## src/common/uart_aux_pkg.sv

```systemverilog
package uart_aux_pkg;
  // ----------------------------------------
  // Register byte addresses
  // ----------------------------------------
  localparam logic [7:0] ADDR_CONTROL   = 8'h00; // serial_control_second
  localparam logic [7:0] ADDR_TX_SUM    = 8'h04; // tx_checksum_result
  localparam logic [7:0] ADDR_RX_SUM    = 8'h08; // rx_checksum_result
  localparam logic [7:0] ADDR_ERR_FLAGS = 8'h0c; // serial_error_irq_register
  localparam int         ADDR_W         = 8;     // Decoded address width

  // ----------------------------------------
  // Control register fields
  // ----------------------------------------
  localparam int BIT_CHECKSUM_ENABLE = 0; // Checksum accumulators on
  localparam int BIT_LIN_MODE        = 1; // LIN operating mode
  localparam int BIT_DALI_MODE       = 2; // DALI operating mode
  localparam int BIT_RX_ENABLE       = 3; // receiver_enable_bit
  localparam int BIT_TX_ENABLE       = 4; // transmitter_enable_bit
  localparam int BIT_RUN_ON_OVF      = 5; // run_on_overflow
  localparam int BIT_COLL_IRQ_EN     = 6; // tx_collision_irq_enable
  localparam int BIT_ACT_LINE_TX     = 7; // Activity source: 1 = TX line, 0 = RX line
  localparam int BIT_ACT_RISE_ONLY   = 8; // Activity edge: 1 = rising only
  localparam int CONTROL_W           = 9;
  localparam logic [CONTROL_W-1:0] CONTROL_RESET = 9'h000;

  // ----------------------------------------
  // Error flag register fields (write one to clear)
  // ----------------------------------------
  localparam int BIT_TX_COLLISION = 0; // tx_collision_flag
  localparam int BIT_CHECKSUM_ERR = 1; // checksum_error_flag
  localparam int BIT_RX_FIFO_OVF  = 2; // rx_fifo_overflow_flag
  localparam int FLAGS_W          = 3;
  localparam logic [FLAGS_W-1:0] FLAGS_RESET = 3'h0;

  // ----------------------------------------
  // Checksum values
  // ----------------------------------------
  localparam int         SUM_W      = 8;
  localparam logic [7:0] SUM_RESET  = 8'h00;
  localparam logic [7:0] SUM_GOOD   = 8'hff; // Sum plus inverse checksum byte
  localparam logic [7:0] SUM_ONE    = 8'h01;

  // ----------------------------------------
  // Line monitor
  // ----------------------------------------
  localparam int LINE_RX   = 0;
  localparam int LINE_TX   = 1;
  localparam int LINES     = 2;
  localparam int SYNC_LAST = 2; // Three-stage synchroniser
endpackage

```

## src/rtl/uart_aux.sv

```systemverilog
`timescale 1ns/10ps
// How it works
// - Accumulators run while checksum enable set or in LIN mode
// - Add each transmitted and received byte
// - Fold addition carry back into the sum
// - Checksum error flag only in LIN mode
// - LIN transmit sum includes identifier when enabled
// - LIN receive sum includes identifier when enabled
// - Non-LIN sums cover bytes since last clear
// - Eight-bit sum registers, read/write, reset zero
// - Collision check active when both enables set
// - Mismatched read-back word sets collision flag
// - DALI missing mid-bit transition sets collision flag
// - Run-on-overflow lets receive buffer overflow
// - Line activity edges reset the limit timer
module uart_aux (
  input  wire logic        pclk,              // Peripheral clock
  input  wire logic        presetn,           // Asynchronous reset, active low
  input  wire logic        psel,              // APB select
  input  wire logic        penable,           // APB access phase
  input  wire logic        pwrite,            // APB direction
  input  wire logic [7:0]  paddr,             // APB byte address
  input  wire logic [31:0] pwdata,            // APB write data
  output logic      [31:0] prdata,            // APB read data
  output logic             pready,            // APB ready
  output logic             pslverr,           // APB error on unmapped address
  input  wire logic        tx_byte_done,      // Shifter finished sending a word
  input  wire logic [7:0]  tx_byte,           // Word just sent
  input  wire logic        tx_byte_is_pid,    // Word is the LIN protected identifier
  input  wire logic        rx_byte_done,      // Shifter finished receiving a word
  input  wire logic [7:0]  rx_byte,           // Word just received
  input  wire logic        rx_byte_is_pid,    // Word is the LIN protected identifier
  input  wire logic        rx_byte_is_lin_sum,// Word is the LIN checksum byte
  input  wire logic        dali_midbit_miss,  // Read-back bit lacked mid-bit edge
  input  wire logic        rx_fifo_overflow,  // Receive buffer overflowed
  input  wire logic        rx_pin,            // Receive line, asynchronous
  input  wire logic        tx_pin,            // Transmit line read back, asynchronous
  output logic             collision_irq,     // Collision interrupt request
  output logic             checksum_irq,      // LIN checksum error request
  output logic             overflow_permit,   // Receive buffer may overflow
  output logic             hlt_reset          // One-cycle reset to limit timer
);

  // ----------------------------------------
  // Register state
  // ----------------------------------------
  logic [uart_aux_pkg::CONTROL_W-1:0] control, next_control;   // Control bits
  logic [uart_aux_pkg::SUM_W-1:0]     tx_sum, next_tx_sum;     // tx_sum_field
  logic [uart_aux_pkg::SUM_W-1:0]     rx_sum, next_rx_sum;     // rx_sum_field
  logic [uart_aux_pkg::FLAGS_W-1:0]   flags, next_flags;       // Error flags
  logic [7:0]                         last_tx, next_last_tx;   // Last word sent
  logic [31:0]                        next_prdata;             // Read data
  logic                               next_pready;             // Ready
  logic                               next_pslverr;            // Error
  logic                               next_coll_irq;           // Collision request
  logic                               next_sum_irq;            // Checksum request
  logic                               next_ovf_permit;         // Overflow permit

  // Decoded control bits
  logic sum_en, lin, dali, both_en;
  assign sum_en  = control[uart_aux_pkg::BIT_CHECKSUM_ENABLE];
  assign lin     = control[uart_aux_pkg::BIT_LIN_MODE];
  assign dali    = control[uart_aux_pkg::BIT_DALI_MODE];
  assign both_en = control[uart_aux_pkg::BIT_RX_ENABLE] & control[uart_aux_pkg::BIT_TX_ENABLE];

  // Bus write strobe: taken at the access edge
  logic wr_en, rd_en, mapped;
  assign wr_en = psel & penable & pready & pwrite;
  assign rd_en = psel & ~penable & ~pwrite;
  assign mapped = (paddr == uart_aux_pkg::ADDR_CONTROL) | (paddr == uart_aux_pkg::ADDR_TX_SUM) |
                  (paddr == uart_aux_pkg::ADDR_RX_SUM) | (paddr == uart_aux_pkg::ADDR_ERR_FLAGS);

  // ----------------------------------------
  // Checksum adder with end-around carry
  // ----------------------------------------
  function automatic logic [7:0] fold_add(input logic [7:0] a, input logic [7:0] b);
    logic [8:0] s;
    s = {1'b0, a} + {1'b0, b};
    fold_add = s[7:0] + {7'h00, s[8]}; // Carry wraps into the low bit
  endfunction

  // Byte qualifies for a sum: LIN always sums, identifier only when enabled
  logic tx_take, rx_take;
  assign tx_take = tx_byte_done & (lin ? (sum_en | ~tx_byte_is_pid) : sum_en);
  assign rx_take = rx_byte_done & (lin ? (sum_en | ~rx_byte_is_pid) : sum_en);

  // Receive sum including the current word, for the LIN check
  logic [7:0] rx_sum_new;
  assign rx_sum_new = rx_take ? fold_add(rx_sum, rx_byte) : rx_sum;

  // ----------------------------------------
  // Line activity monitor
  // ----------------------------------------
  logic [uart_aux_pkg::LINES-1:0] line_in;
  logic [uart_aux_pkg::SYNC_LAST:0] sync [uart_aux_pkg::LINES]; // Synchroniser stages
  logic [uart_aux_pkg::LINES-1:0] level, next_level;              // Accepted line level
  logic [uart_aux_pkg::LINES-1:0] rise, fall;                     // Accepted edges
  assign line_in[uart_aux_pkg::LINE_RX] = rx_pin;
  assign line_in[uart_aux_pkg::LINE_TX] = tx_pin;

  genvar g;
  generate
    for (g = 0; g < uart_aux_pkg::LINES; g++) begin : g_line
      // Three flops; stage one feeds only stage two
      always_ff @(posedge pclk or negedge presetn) begin
        if (!presetn) begin
          sync[g] <= '1;
        end else begin
          sync[g] <= {sync[g][1:0], line_in[g]};
        end
      end
      // Change counts once stages two and three agree
      always_comb begin
        rise[g]       = sync[g][1] & sync[g][2] & ~level[g];
        fall[g]       = ~sync[g][1] & ~sync[g][2] & level[g];
        next_level[g] = (rise[g] | fall[g]) ? sync[g][2] : level[g];
      end
    end
  endgenerate

  // Selected line and edge kind
  logic act_sel, act_edge;
  assign act_sel  = control[uart_aux_pkg::BIT_ACT_LINE_TX];
  assign act_edge = rise[act_sel] |
                    (fall[act_sel] & ~control[uart_aux_pkg::BIT_ACT_RISE_ONLY]);

  // ----------------------------------------
  // Next-state logic
  // ----------------------------------------
  always_comb begin
    next_control = control;
    next_tx_sum  = tx_sum;
    next_rx_sum  = rx_sum;
    next_flags   = flags;
    next_last_tx = last_tx;
    // Hardware accumulates in the completion cycle
    if (tx_take) begin
      next_tx_sum = fold_add(tx_sum, tx_byte);
    end
    next_rx_sum = rx_sum_new;
    if (tx_byte_done) begin
      next_last_tx = tx_byte;
    end
    // Software writes; a sum write overrides the same-cycle add
    if (wr_en) begin
      case (paddr)
        uart_aux_pkg::ADDR_CONTROL: begin
          next_control = pwdata[uart_aux_pkg::CONTROL_W-1:0];
        end
        uart_aux_pkg::ADDR_TX_SUM: begin
          next_tx_sum = pwdata[uart_aux_pkg::SUM_W-1:0];
        end
        uart_aux_pkg::ADDR_RX_SUM: begin
          next_rx_sum = pwdata[uart_aux_pkg::SUM_W-1:0];
        end
        uart_aux_pkg::ADDR_ERR_FLAGS: begin
          next_flags = flags & ~pwdata[uart_aux_pkg::FLAGS_W-1:0]; // Write one to clear
        end
        default: begin
          next_control = control;
        end
      endcase
    end
    // Flag sets come last so a set wins over a clear
    if (both_en & rx_byte_done & (rx_byte != last_tx)) begin
      next_flags[uart_aux_pkg::BIT_TX_COLLISION] = 1'b1;
    end
    if (both_en & dali & dali_midbit_miss) begin
      next_flags[uart_aux_pkg::BIT_TX_COLLISION] = 1'b1;
    end
    if (lin & rx_byte_is_lin_sum & rx_byte_done & (rx_sum_new != uart_aux_pkg::SUM_GOOD)) begin
      next_flags[uart_aux_pkg::BIT_CHECKSUM_ERR] = 1'b1;
    end
    if (rx_fifo_overflow) begin
      next_flags[uart_aux_pkg::BIT_RX_FIFO_OVF] = 1'b1;
    end
  end

  // Bus answer and outputs, all registered
  always_comb begin
    next_pready     = psel & ~penable;           // Zero-wait answer
    next_pslverr    = psel & ~penable & ~mapped; // Unmapped address
    next_prdata     = 32'h0000_0000;
    if (rd_en) begin
      case (paddr)
        uart_aux_pkg::ADDR_CONTROL:   next_prdata[uart_aux_pkg::CONTROL_W-1:0] = control;
        uart_aux_pkg::ADDR_TX_SUM:    next_prdata[uart_aux_pkg::SUM_W-1:0]     = next_tx_sum;
        uart_aux_pkg::ADDR_RX_SUM:    next_prdata[uart_aux_pkg::SUM_W-1:0]     = next_rx_sum;
        uart_aux_pkg::ADDR_ERR_FLAGS: next_prdata[uart_aux_pkg::FLAGS_W-1:0]   = next_flags;
        default:                      next_prdata = 32'h0000_0000;
      endcase
    end
    next_coll_irq   = next_flags[uart_aux_pkg::BIT_TX_COLLISION] &
                      next_control[uart_aux_pkg::BIT_COLL_IRQ_EN];
    next_sum_irq    = next_flags[uart_aux_pkg::BIT_CHECKSUM_ERR];
    next_ovf_permit = next_control[uart_aux_pkg::BIT_RUN_ON_OVF];
  end

  // ----------------------------------------
  // Registers
  // ----------------------------------------
  always_ff @(posedge pclk or negedge presetn) begin
    if (!presetn) begin
      control         <= uart_aux_pkg::CONTROL_RESET;
      tx_sum          <= uart_aux_pkg::SUM_RESET;
      rx_sum          <= uart_aux_pkg::SUM_RESET;
      flags           <= uart_aux_pkg::FLAGS_RESET;
      last_tx         <= 8'h00;
      level           <= '1;
      prdata          <= 32'h0000_0000;
      pready          <= 1'b0;
      pslverr         <= 1'b0;
      collision_irq   <= 1'b0;
      checksum_irq    <= 1'b0;
      overflow_permit <= 1'b0;
      hlt_reset       <= 1'b0;
    end else begin
      control         <= next_control;
      tx_sum          <= next_tx_sum;
      rx_sum          <= next_rx_sum;
      flags           <= next_flags;
      last_tx         <= next_last_tx;
      level           <= next_level;
      prdata          <= next_prdata;
      pready          <= next_pready;
      pslverr         <= next_pslverr;
      collision_irq   <= next_coll_irq;
      checksum_irq    <= next_sum_irq;
      overflow_permit <= next_ovf_permit;
      hlt_reset       <= act_edge;
    end
  end
endmodule

```

## config.mk

```make
export PLATFORM = sky130hd
export DESIGN_NAME = uart_aux
export DESIGN_NICKNAME = d
export VERILOG_FILES = /design/src/common/uart_aux_pkg.sv /design/src/rtl/uart_aux.sv
export SDC_FILE = /design/constraint.sdc
export NUM_CORES = 1
export LEC_CHECK = 0
export ABC_AREA = 1
export BUFFER_PORTS_ARGS = -buffer_cell sky130_fd_sc_hd__buf_2
export CELL_PAD_IN_SITES_DETAIL_PLACEMENT = 0
export CELL_PAD_IN_SITES_GLOBAL_PLACEMENT = 2
export CORE_MARGIN = 3
export CORE_UTILIZATION = 30
export DETAILED_ROUTE_END_ITERATION = 7
export PLACE_DENSITY = 0.87
export SLEW_MARGIN = 40
export SYNTH_ARGS = -nofsm -noshare
export SYNTH_HDL_FRONTEND = slang
export SYNTH_SLANG_ARGS = --single-unit
```

## constraint.sdc

```tcl
create_clock -name pclk -period 3.5 [get_ports pclk]
set_input_delay 0.175 -clock pclk [delete_from_list [all_inputs] [get_ports pclk]]
set_output_delay 0.175 -clock pclk [all_outputs]
set_load 0.02 [all_outputs]
```

# Yosys cells after proc, flatten, opt, wreduce, memory -nomap -nowiden
# Cells that the tools add are included.
# classes
reduce_logical,2
n_addsub,4
n_mux,24
n_eq_ne,5
bitwise,48
order_cmp,1
# op_table
operator,n
$mux W8,6
$and A1 B1 Y1,26
$add A8 B8 Y9,2
$add A8 B1 Y8,2
$eq A8 B4 Y1 const B,2
$pmux W5 S3,1
$mux W7,2
$not A1 Y1,12
$pmux W3 S4,1
$mux W1,11
$mux W9,1
$eq A8 B3 Y1 const B,1
$logic_not A8 Y1,1
$ne A8 B8 Y1,1
$ne A8 B8 Y1 const B,1
$or A1 B1 Y1,8
$mux W3,2
$and A3 B3 Y3,1
$not A3 Y3,1
$lt A1 B2 Y1 const B,1
$reduce_and A2 Y1,1
# totals
in_bits,70
reg_bits,59
elab_cells,101

# Depth between registers and ports, before layout
# Gate-level depths: netlist of run 1.
# logic_depth
ltp_word,10
ltp_mapped,25

# Worst setup path before layout of run 1
# Ideal clock, no wire load.
# synth_path
path_type,register to register
from,register rx_sum[0] (netlist bit)
to,register prdata[1]
period_less_slack_ns,2.732
path_buffers,0
setup_ns,0.122
setup_slack_ns,0.768
arrival_ns,2.610
stages_incl_launch_ff,24
path_cell_list,dfrtp_1 ha_1 fa_1 nand3_1 nand3_1 a21oi_1 o21bai_1 ha_1 nand2_1 inv_1 nand3_2 clkinv_1 nand3_2 nand2_1 nand2_1 nand3_1 a21oi_1 nand2_1 nor2_1 nand2_1 nand2_1 nand2_2 nand2_2 a21oi_2
# synth_via
elab_chain_cells,8
# synth_rtl
element,line_no,rtl
from (decl),uart_aux.sv:49,"logic [uart_aux_pkg::SUM_W-1:0] rx_sum, next_rx_sum;"
from (signal assigned),uart_aux.sv:206,rx_sum <= uart_aux_pkg::SUM_RESET;
from (signal assigned),uart_aux.sv:220,rx_sum <= next_rx_sum;
$add A8 B8 Y9,uart_aux.sv:78,"s = {1'b0, a} + {1'b0, b};"
$add A8 B1 Y8,uart_aux.sv:79,"fold_add = s[7:0] + {7'h00, s[8]};"
$mux W8 (*),uart_aux.sv:89,"assign rx_sum_new = rx_take ? fold_add(rx_sum, rx_byte) : rx_sum;"
$ne A8 B8 Y1 (*),uart_aux.sv:171,if (lin & rx_byte_is_lin_sum & rx_byte_done & (rx_sum_new != uart_aux_pkg::SUM_GOOD)) begin
$and A1 B1 Y1 (*),uart_aux.sv:171,
$mux W1 (*),uart_aux.sv:171,
net next_flags (one bit),uart_aux.sv:50,"logic [uart_aux_pkg::FLAGS_W-1:0] flags, next_flags;"
$pmux W3 S4 (*),uart_aux.sv:185,case (paddr)
$mux W9 (*),uart_aux.sv:184,if (rd_en) begin
net next_prdata[1],uart_aux.sv:52,logic [31:0] next_prdata;
to (signal assigned),uart_aux.sv:224,prdata <= next_prdata;
to (decl),uart_aux.sv:24,"output logic [31:0] prdata,"
# The timed path passes the listed nets; every way through them passes the cells marked *.
# A chain may end at the register's enable or synchronous reset.

# Worst setup path in the final report of run 1
# layout_path
from,register tx_sum[0] (netlist bit)
to,register prdata[4]
# layout_via
elab_chain_cells,7
# layout_rtl
element,line_no,rtl
from (decl),uart_aux.sv:48,"logic [uart_aux_pkg::SUM_W-1:0] tx_sum, next_tx_sum;"
from (signal assigned),uart_aux.sv:205,tx_sum <= uart_aux_pkg::SUM_RESET;
from (signal assigned),uart_aux.sv:219,tx_sum <= next_tx_sum;
$add A8 B8 Y9 (*),uart_aux.sv:78,
$add A8 B1 Y8 (*),uart_aux.sv:79,
$mux W8 (*),uart_aux.sv:137,if (tx_take) begin
$mux W8,uart_aux.sv:146,case (paddr)
$mux W8 (*),uart_aux.sv:145,if (wr_en) begin
net next_tx_sum (one bit),uart_aux.sv:48,
$pmux W5 S3 (*),uart_aux.sv:185,
$mux W9 (*),uart_aux.sv:184,
net next_prdata[4],uart_aux.sv:52,
# Marks and branches as above.

==> flow_metrics.py, run 1 <==
metrics = {
    "power_and_ir_drop": {
        "p_sw_uw": 545,
        "clkPwrFrac_pct": 44.8,
        "power_leakage_nw": 2.52,
        "seqPwrFrac_pct": 36.4,
        "p_int_mw": 1.42,
        "p_comb_share_pct": 18.8,
        "ir_drop_mv": 0.202,
        "switching_share_pct": 27.7,
        "p_per_area_nw_per_um2": 412,
    },
    "critical_path": {
        "crit_family": "adder cells",
        "critical_path_class": "flop to flop",
        "cp.depth": 16,
        "cpMostUsedCell": "ha_1",
        "crit_chain": "ha_1 > fa_1 > nand4_1 > nand3_1 > a21oi_1 > o21bai_1 > ha_1 > ha_1 > nand2_1 > clkinv_1 > nand2_2 > o21ai_0 > o211ai_1 > and2_1 > nand2_1 > a31oi_1",
        "worst_path_max_delay_cell": "fa_1",
        "r2r_start": "tx_sum[0]",
        "crit_buf_inv": 1,
        "slowest_delay_ps": 440,
        "r2r_end": "prdata[4]",
        "crit_fanout": 3,
        "cp_data_required_time_ps": 3720,
        "rrSetupSlack_ps": 420,
        "cp_data_arrival_time_ps": 3300,
        "crit_end": "prdata[4]",
        "reg2reg_depth": 16,
        "crit_path_start_kind": "flop",
        "startpoint": "tx_sum[0]",
        "cp-end-kind": "flop",
    },
    "clock_network": {
        "htreeDepth": 3,
        "clock_sinks": 57,
        "numCtsBuffers": 9,
        "clock_latency_ps": 320,
        "clk_pin_slew_ps": 50,
        "cts_root_buf": "clkbuf_16",
        "cts_tree": "built",
        "clockBufferDepth": 2,
    },
    "place": {
        "dp_slack_ps": 320,
        "place_congestion": 0.803,
        "dp_cells": 758,
        "port_buffers": 61,
        "hpwl_um": 8560,
    },
    "yosys": {
        "synth_top_area_share_pct": 30.5,
        "async_reset_ff_share_pct": 100,
        "ys_seq_elements": 57,
        "synthTopCellsByCount": "nand2_1 (140), inv_1 (69), dfrtp_1 (49)",
        "ys_top_cells_by_area": "dfrtp_1 (31%), nand2_1 (13%), inv_1 (6.5%), ha_1 (6.2%), dfstp_2 (5.2%)",
        "syn_area_per_cell_um2": 7.59,
        "ys.flop_type": "dfrtp_1",
        "syn_inst": 529,
        "synth-edff-count": 0,
        "syn_area_um2": 4020,
        "ys_warn_count": 0,
        "ys_types": 50,
        "yosysMostFrequentCell": "nand2_1",
        "yosysTopAreaCell": "dfrtp_1",
        "synth_seq_area_share_pct": 35.8,
    },
    "grt": {
        "grt_pass1_vias": 3338,
        "grt_pass1_wl_um": 16800,
        "overflow": 0,
        "grt_max_degree": 41,
        "track_usage_pct": 14.5,
        "antenna_found_initial": 0,
    },
    "routing": {
        "drt_first_pass_iters": 4,
        "viasPerCell": 4.42,
        "wl_um": 10400,
        "drt_iter0_drc": 239,
        "dr_total_vias": 3432,
        "wire_per_inst_um": 13.3,
        "route.detailed.drc": 0,
        "ant_nets": 0,
    },
    "cells_and_area": {
        "syn_to_final_growth_pct": 18.7,
        "fillCellCount": 1374,
        "n_antenna_cell": 0,
        "instances_no_fill": 777,
        "drive_above_1_share_pct": 23.1,
        "finalNetCount": 692,
    },
    "sta": {
        "fin_ws_ps": 420,
        "rsz0062_at_grt": "no",
        "slew_viol_final": 0,
        "tns_ps": 0,
        "finalCritPeriodShare_pct": 88.0,
        "setup_viol": 0,
        "max_slew_margin_pct": 64.8,
        "post-route-min-period_ps": 3080,
        "finalHoldViolCount": 0,
        "clock.fmax_ghz": 0.325,
        "tightest_slew_ps": 528,
        "fin_skew_ps": 6.73,
    },
    "floorplanning": {
        "dieArea_um2": 14800,
        "rows": 41,
        "io_pins": 108,
        "die_y_um": 122,
        "dieWidth_um": 122,
        "core-area_um2": 12900,
        "start_util_pct": 31.2,
    },
    "hold_path": {
        "hold_path_class": "primary input to flop",
    },
    "job": {
        "cap_violations": 0,
    },
    "outcome": {
        "status": "finished clean",
    },
}
==> registers in the layout, indices dropped and copies added (netlist names) <==
signal         count
hlt_reset          1
control            9
pready             1
pslverr            1
sync               6
flags              3
tx_sum             8
level              2
prdata             9
last_tx            8
collision_irq      1
rx_sum             8
==> logic make-up (layout without fill, tap and decap cells) <==
| kind of cell | count (synthesis) | after routing | synth area share, % |
|---|---|---|---|
| muxes | 6 | 6 | 1.68 |
| other | 1 | 23 | 0.0934 |
| and+or+nand+nor | 262 | 262 | 30.1 |
| DFF | 57 | 57 | 35.8 |
| xor gates and xnor gates | 8 | 8 | 2.40 |
| AOI/OAI and AO/OA | 70 | 70 | 10.6 |
| adders and majority gates | 22 | 22 | 7.23 |
| buffers and inverters | 103 | 157 | 12.1 |
==> routing by layer <==
metal / wire [um] / up-vias / track usage (%)
met5: 0 / - / 0
met3: 507 / 4 / 2.65
met2: 4710 / 87 / 23.0
li1: - / 1796 / -
met1: 5100 / 1545 / 20.7
met4: 51 / 0 / 3.64
==> through the flow <==
stage                     total power, mW  util, %  hold WS [ps]  instance area (um^2)
after floorplan                     0.998        -          -121                  4100
final                                1.96     37.0          48.2                  4770
after global routing                 2.07     37.0          54.9                  4770
after CTS                            1.99     37.0          37.8                  4760
after global placement               1.09     34.4           124                  4420
after detailed placement             1.09     34.4           133                  4420
==> repair_timing <==
| action | CTS | global route |
|---|---|---|
| hold buffers | 3 | 0 |
| setup endpoints to repair | 0 | 1 |
| resized for setup | 0 | 1 |
| endpoints found under the hold margin | 14 | 0 |
| buffers inserted | 0 | 0 |
==> power by group through the flow <==
| stage | Clock, mW | Sequential (mW) | Combinational [mW] |
|---|---|---|---|
| finish | 0.879 | 0.715 | 0.369 |
| global route | 0.931 | 0.720 | 0.418 |
| CTS | 0.901 | 0.716 | 0.371 |
| detailed placement | 0 | 0.727 | 0.367 |
| global placement | 0 | 0.726 | 0.361 |
| floorplan | 0 | 0.723 | 0.275 |
==> worst reg2reg max path, stage by stage (launching register included) <==
cell	delay, ps
dfrtp_1	380
ha_1	230
fa_1	440
nand4_1	140
nand3_1	100
a21oi_1	150
o21bai_1	100
ha_1	230
ha_1	200
nand2_1	70
clkinv_1	80
nand2_2	90
o21ai_0	70
o211ai_1	250
and2_1	200
nand2_1	60
a31oi_1	180
==> worst min path at each step <==
stage	cells past startpoint	from	to	slack (ps)
6_report	2	penable	pready	50
5_1_grt	2	penable	pready	50
4_1_cts	2	penable	pready	40
3_5_place_dp	1	presetn	hlt_reset	130
3_3_place_gp	1	presetn	hlt_reset	120
2_1_floorplan	0	presetn	collision_irq	-120
==> final cells by class <==
class,instances,area [um^2],share of cell area [%]
clock buffers,12,256,5.38
clock inverters,4,52.6,1.10
inverters,76,285,5.99
multi-input cells,391,2180,45.7
flip-flops and latches,57,1440,30.1
well taps,172,215,4.52
repair buffers,65,343,7.19
==> cells in the final DEF (no fill, tap or decap), drive strengths merged, types with 12 or more instances in the layout <==
master | synthesis | routed
inv | 73 | 73
nand3 | 42 | 42
dfrtp | 49 | 49
ha | 20 | 20
clkbuf | 3 | 12
nand2 | 154 | 154
o21ai | 29 | 29
buf | 24 | 62
conb | 1 | 23
nor2 | 40 | 40
a21oi | 21 | 21
Note: power is estimated with default switching activity, not from simulation.
==> inputs of run 2 (changes only) <==
--- a/config.mk
+++ b/config.mk
@@ -13,6 +13,8 @@
 export CORE_UTILIZATION = 30
 export DETAILED_ROUTE_END_ITERATION = 7
 export PLACE_DENSITY = 0.87
+export RECOVER_POWER = 25
+export REMOVE_ABC_BUFFERS = 1
 export SLEW_MARGIN = 40
 export SYNTH_ARGS = -nofsm -noshare
 export SYNTH_HDL_FRONTEND = slang
==> run 2 against run 1 <==
The flow now finishes with violations (capacitance limit, slew limit). Via count is 0.52% higher. Clock skew fell by 0.67 ps. Sequential power about the same. First-iteration DRC count decreased by 16%. Cell area shrank 0.26%. Non-clock buffer count unchanged. Worst hold slack got worse by 3.8 ps. Cell count stayed put. Sequential share of layout area is 0.079 points higher. Critical path type unchanged.
==> flow_metrics.py, run 2 (same netlist as run 1, synthesis figures left out) <==
metrics = {
    "outcome": {
        "status": "complete, but fails checks",
        "violations": "capacitance limit, slew limit",
    },
    "clock_network": {
        "htreeDepth": 3,
        "clock_sinks": 57,
        "cts_root_buf": "clkbuf_16",
        "clock_latency_ps": 330,
        "clockBufferDepth": 2,
        "cts_tree": "built",
        "cts_setup_buffers": 0,
        "numCtsBuffers": 9,
        "clk_pin_slew_ps": 50,
    },
    "critical_path": {
        "cp_data_arrival_time_ps": 3350,
        "cp_data_required_time_ps": 3710,
        "rrSetupSlack_ps": 360,
        "cpMostUsedCell": "nand2_1",
        "crit_fanout": 4,
        "slowest_delay_ps": 450,
        "critical_path_class": "flop to flop",
        "cp-end-kind": "flop",
        "crit_family": "simple AND/OR/NAND/NOR gates",
        "crit_path_start_kind": "flop",
        "worst_path_max_delay_cell": "fa_1",
        "crit_buf_inv": 1,
        "crit_chain": "ha_1 > fa_1 > nand3_1 > nand3_1 > a21oi_1 > o21bai_1 > ha_1 > nand2_1 > inv_1 > nor2_1 > nand2_1 > nand2_1 > nand2_1 > nor2_1 > nand3_1 > a21oi_1 > nand2_1 > nor2_1 > nand2_1 > nand2_1 > nand2_2 > nand2_2 > a21oi_2",
    },
    "power_and_ir_drop": {
        "power_mw": 1.96,
        "p_per_area_nw_per_um2": 413,
        "power_leakage_nw": 2.50,
        "ir_drop_mv": 0.228,
    },
    "sta": {
        "tightest_slew_ps": 1770,
        "post-route-min-period_ps": 3140,
        "finalCritPeriodShare_pct": 89.6,
        "max_slew_margin_pct": -18.0,
        "setup_viol": 0,
        "finalHoldViolCount": 0,
        "fin_skew_ps": 6.06,
        "clock.fmax_ghz": 0.319,
        "whs_ps": 44.4,
        "rsz0062_at_grt": "no",
        "tns_ps": 0,
        "slew_viol_final": 34,
    },
    "routing": {
        "dr_wl_met2_um": 4650,
        "wire_per_inst_um": 13.5,
        "viasPerCell": 4.44,
        "drt_iter0_drc": 201,
        "route.detailed.drc": 0,
        "drt_first_pass_iters": 4,
        "dr_total_vias": 3450,
        "dr_wl_met3_um": 494,
        "routed.top_layer": "met4",
        "ant_nets": 0,
        "wl_um": 10500,
        "m1WireLength_um": 5230,
    },
    "grt": {
        "antenna_found_initial": 0,
        "overflow": 0,
        "track_usage_pct": 14.8,
        "grt_pass1_wl_um": 17200,
        "grt_pass1_vias": 3461,
        "grt_max_degree": 34,
    },
    "cells_and_area": {
        "fillCellCount": 1356,
        "reg_top3": "control (9), prdata (9)",
        "seqCellArea_um2": 1440,
        "final_cell_mix": "nand2_1 (140), inv_1 (69), buf_2 (55)",
        "n_antenna_cell": 0,
        "syn_to_final_growth_pct": 18.4,
        "drive_above_1_share_pct": 21.8,
        "stdcell_area_um2": 4750,
        "multi_input_area_um2": 2170,
        "mostFrequentLayoutCell": "nand2_1",
        "finalNetCount": 692,
        "final_util_pct": 36.9,
    },
    "place": {
        "port_buffers": 61,
        "hpwl_um": 8540,
        "place_congestion": 0.838,
        "placed_area_um2": 4420,
    },
    "floorplanning": {
        "dieArea_um2": 14800,
        "rows": 41,
        "core-area_um2": 12900,
        "dieWidth_um": 122,
        "die_y_um": 122,
        "io_pins": 108,
        "start_util_pct": 31.2,
    },
    "hold_path": {
        "hold_path_class": "primary input to flop",
    },
    "job": {
        "cap_violations": 1,
    },
}
## run 2: cell types whose count changed in the layout (fill, tap and decap cells not counted), sizes merged
cell,delta
buf,-6
clkinvlp,-1
clkinv,+3
clkbuf,+4
## run 2: worst paths after layout
check,from,end,cells past startpoint
max,rx_sum[0],prdata[1],23
min,penable,pready,2
max reg2reg,rx_sum[0],prdata[1],23
max in group asynchronous,presetn,rx_sum[0],3
min in group asynchronous,presetn,hlt_reset,2
min reg2reg,sync[0],sync[1],0
## run 2: final cells by class
cell class / count / share of cell area, %
well taps: 172 / 4.53
clock buffers: 10 / 5.03
multi-input cells: 391 / 45.7
flip-flops and latches: 57 / 30.2
inverters: 76 / 6.00
clock inverters: 6 / 1.42
repair buffers: 65 / 7.05
## run 2: power breakdown
group	leakage, nW	switching, mW	total [mW]	internal (mW)
clock network	0.145	0.309	0.879	0.570
registers	0.721	0.0211	0.717	0.695
logic	1.64	0.235	0.369	0.134
total	2.50	0.566	1.96	1.40
## run 2: metal layers
metal  vias to the layer above  track usage [%]
met2                        83             22.9
met5                         -                0
met1                      1559             21.0
met3                         9             2.79
met4                         0             4.90
li1                       1799                -
## run 2: what timing repair did
item,CTS,global route
gates resized for setup,0,0
hold endpoints to repair,26,0
hold buffers,3,0
setup endpoints to repair,0,0
## run 2: metrics by stage
step	setup WS, ps	instances
6_report	364	777
5_1_grt	20.1	777
4_1_cts	353	777
3_5_place_dp	360	758
3_3_place_gp	374	758
2_1_floorplan	760	524
## run 2: worst reg2reg max path, cell delays in order, from the launching register on
cell      delay [ps]
dfrtp_1          390
ha_1             230
fa_1             460
nand3_1          140
nand3_1          100
a21oi_1          140
o21bai_1         120
ha_1             230
nand2_1           60
inv_1             60
nor2_1           100
nand2_1           80
nand2_1           80
nand2_1           50
nor2_1           100
nand3_1           80
a21oi_1          110
nand2_1           60
nor2_1            80
nand2_1           60
nand2_1          130
nand2_2           80
nand2_2           60
a21oi_2           40
==> inputs of run 3 (changes only) <==
--- a/config.mk
+++ b/config.mk
@@ -11,9 +11,10 @@
 export CELL_PAD_IN_SITES_GLOBAL_PLACEMENT = 2
 export CORE_MARGIN = 3
 export CORE_UTILIZATION = 30
+export CTS_CLUSTER_DIAMETER = 40
 export DETAILED_ROUTE_END_ITERATION = 7
 export PLACE_DENSITY = 0.87
-export RECOVER_POWER = 25
+export RECOVER_POWER = 50
 export REMOVE_ABC_BUFFERS = 1
 export SLEW_MARGIN = 40
 export SYNTH_ARGS = -nofsm -noshare
==> run 3 against run 2 <==
The flow still finishes with violations (capacitance limit, slew limit). Critical path depth unchanged. Highest routed layer unchanged. Clock power about the same. Flip-flop and latch count stayed put. Core utilization decreased by 0.078 points. Sequential share of layout area up 0.064 points. Clock skew did not move. Largest power group unchanged. Fmax hardly changed. Routed wire length about the same. Sequential power hardly changed. Cell count did not move.
==> flow_metrics.py, run 3 (same netlist as run 1, synthesis figures left out) <==
metrics = {
    "outcome": {
        "status": "complete, but fails checks",
        "violations": "capacitance limit, slew limit",
    },
    "hold_path": {
        "whs_path_depth": 2,
        "min_from": "penable",
        "min_to": "pready",
        "hold_path_class": "primary input to flop",
    },
    "clock_network": {
        "clock_sinks": 57,
        "cts_root_buf": "clkbuf_16",
        "htreeDepth": 3,
        "cts_tree": "built",
        "numCtsBuffers": 9,
        "clk_pin_slew_ps": 50,
        "clockBufferDepth": 2,
        "clock_latency_ps": 330,
        "cts-resized-gates": 0,
    },
    "floorplanning": {
        "core-area_um2": 12900,
        "rows": 41,
        "start_util_pct": 31.2,
        "dieArea_um2": 14800,
        "die_y_um": 122,
        "io_pins": 108,
        "dieWidth_um": 122,
    },
    "routing": {
        "wl_um": 10500,
        "drt_first_pass_iters": 4,
        "route.detailed.drc": 0,
        "drt_iter0_drc": 201,
        "ant_nets": 0,
        "wire_per_inst_um": 13.5,
        "viasPerCell": 4.44,
        "dr_total_vias": 3450,
    },
    "sta": {
        "post-route-min-period_ps": 3140,
        "clock.fmax_ghz": 0.319,
        "finalHoldViolCount": 0,
        "slew_viol_final": 34,
        "fin_ws_ps": 364,
        "tns_ps": 0,
        "finalCritPeriodShare_pct": 89.6,
        "max_slew_margin_pct": -18.0,
        "rsz0062_at_grt": "no",
        "tightest_slew_ps": 1770,
        "setup_viol": 0,
        "fin_skew_ps": 6.06,
    },
    "critical_path": {
        "crit_family": "simple AND/OR/NAND/NOR gates",
        "rrSetupSlack_ps": 360,
        "r2r_end": "prdata[1]",
        "crit_path_start_kind": "flop",
        "cpMostUsedCell": "nand2_1",
        "worst_path_max_delay_cell": "fa_1",
        "cp-end-kind": "flop",
        "reg2reg_depth": 23,
        "r2r_start": "rx_sum[0]",
        "crit_buf_inv": 1,
        "slowest_delay_ps": 450,
        "critical_path_class": "flop to flop",
        "cp_data_arrival_time_ps": 3350,
        "cp_data_required_time_ps": 3710,
        "crit_fanout": 4,
        "crit_chain": "ha_1 > fa_1 > nand3_1 > nand3_1 > a21oi_1 > o21bai_1 > ha_1 > nand2_1 > inv_1 > nor2_1 > nand2_1 > nand2_1 > nand2_1 > nor2_1 > nand3_1 > a21oi_1 > nand2_1 > nor2_1 > nand2_1 > nand2_1 > nand2_2 > nand2_2 > a21oi_2",
    },
    "place": {
        "place_congestion": 0.838,
        "dp_slack_ps": 360,
        "port_buffers": 61,
        "placed_area_um2": 4420,
        "hpwl_um": 8540,
    },
    "job": {
        "cap_violations": 1,
    },
    "power_and_ir_drop": {
        "p_per_area_nw_per_um2": 414,
        "ir_drop_mv": 0.228,
        "power_mw": 1.96,
        "power_leakage_nw": 2.47,
    },
    "cells_and_area": {
        "n_antenna_cell": 0,
        "finalNetCount": 692,
        "stdcell_area_um2": 4740,
        "reg_top3": "control (9), prdata (9)",
        "drive_above_1_share_pct": 20.5,
        "mostFrequentLayoutCell": "nand2_1",
        "syn_to_final_growth_pct": 18.1,
        "final_cell_mix": "nand2_1 (140), inv_1 (69), dfrtp_1 (49)",
    },
    "grt": {
        "track_usage_pct": 14.8,
        "grt_max_degree": 34,
        "overflow": 0,
        "grt_pass1_vias": 3461,
        "antenna_found_initial": 0,
        "grt_pass1_wl_um": 17200,
    },
}
run 3: worst reg2reg max path: cells and delay by family (launching register included):
family	cells	cell delay, ps
fa+ha+maj	3	920
simple gates	15	1260
flops	1	390
buf+inv	1	60
compound gates	4	410
run 3: how the worst max path moves through the flow:
stage / startpoint / end / slack, ps / depth (start not counted)
global route: rx_sum[0] / prdata[1] / 20 / 23
CTS: rx_sum[0] / prdata[1] / 350 / 23
global placement: rx_sum[0] / prdata[1] / 370 / 23
floorplan: rx_sum[0] / prdata[1] / 760 / 23
finish: rx_sum[0] / prdata[1] / 360 / 23
detailed placement: rx_sum[0] / prdata[1] / 360 / 23
run 3: cell type report:
| type | count | area, um^2 |
|---|---|---|
| Fill cell | 1361 | 8130 |
| Timing Repair Buffer | 65 | 325 |
| Multi-Input combinational cell | 391 | 2170 |
| Sequential cell | 57 | 1440 |
| Clock inverter | 6 | 67.6 |
| Tap cell | 172 | 215 |
| Clock buffer | 10 | 239 |
| Inverter | 76 | 285 |
run 3: per-layer routing:
metal,global-route usage (%),vias up,share of wire [%]
li1,-,1799,-
met2,22.9,83,44
met5,0,-,0
met1,21.0,1559,50
met3,2.79,9,4.8
met4,4.90,0,0.78
run 3: where the power goes:
group          total [mW]  internal [mW]  switching, mW
combinational       0.368          0.133          0.235
clock               0.879          0.570          0.309
sequential          0.717          0.695         0.0212
total                1.96           1.40          0.566
run 3: metrics by stage:
step | util [%] | hold slack (ps) | instances
final | 36.8 | 44.5 | 777
after global routing | 36.8 | 33.5 | 777
after CTS | 37.0 | 27.2 | 777
after detailed placement | 34.4 | 278 | 758
after global placement | 34.4 | 265 | 758
after floorplan | - | -121 | 524
run 3: repair_timing:
item                      CTS  global route
hold endpoints to repair   26             0
setup buffers               0             0
hold buffers                3             0
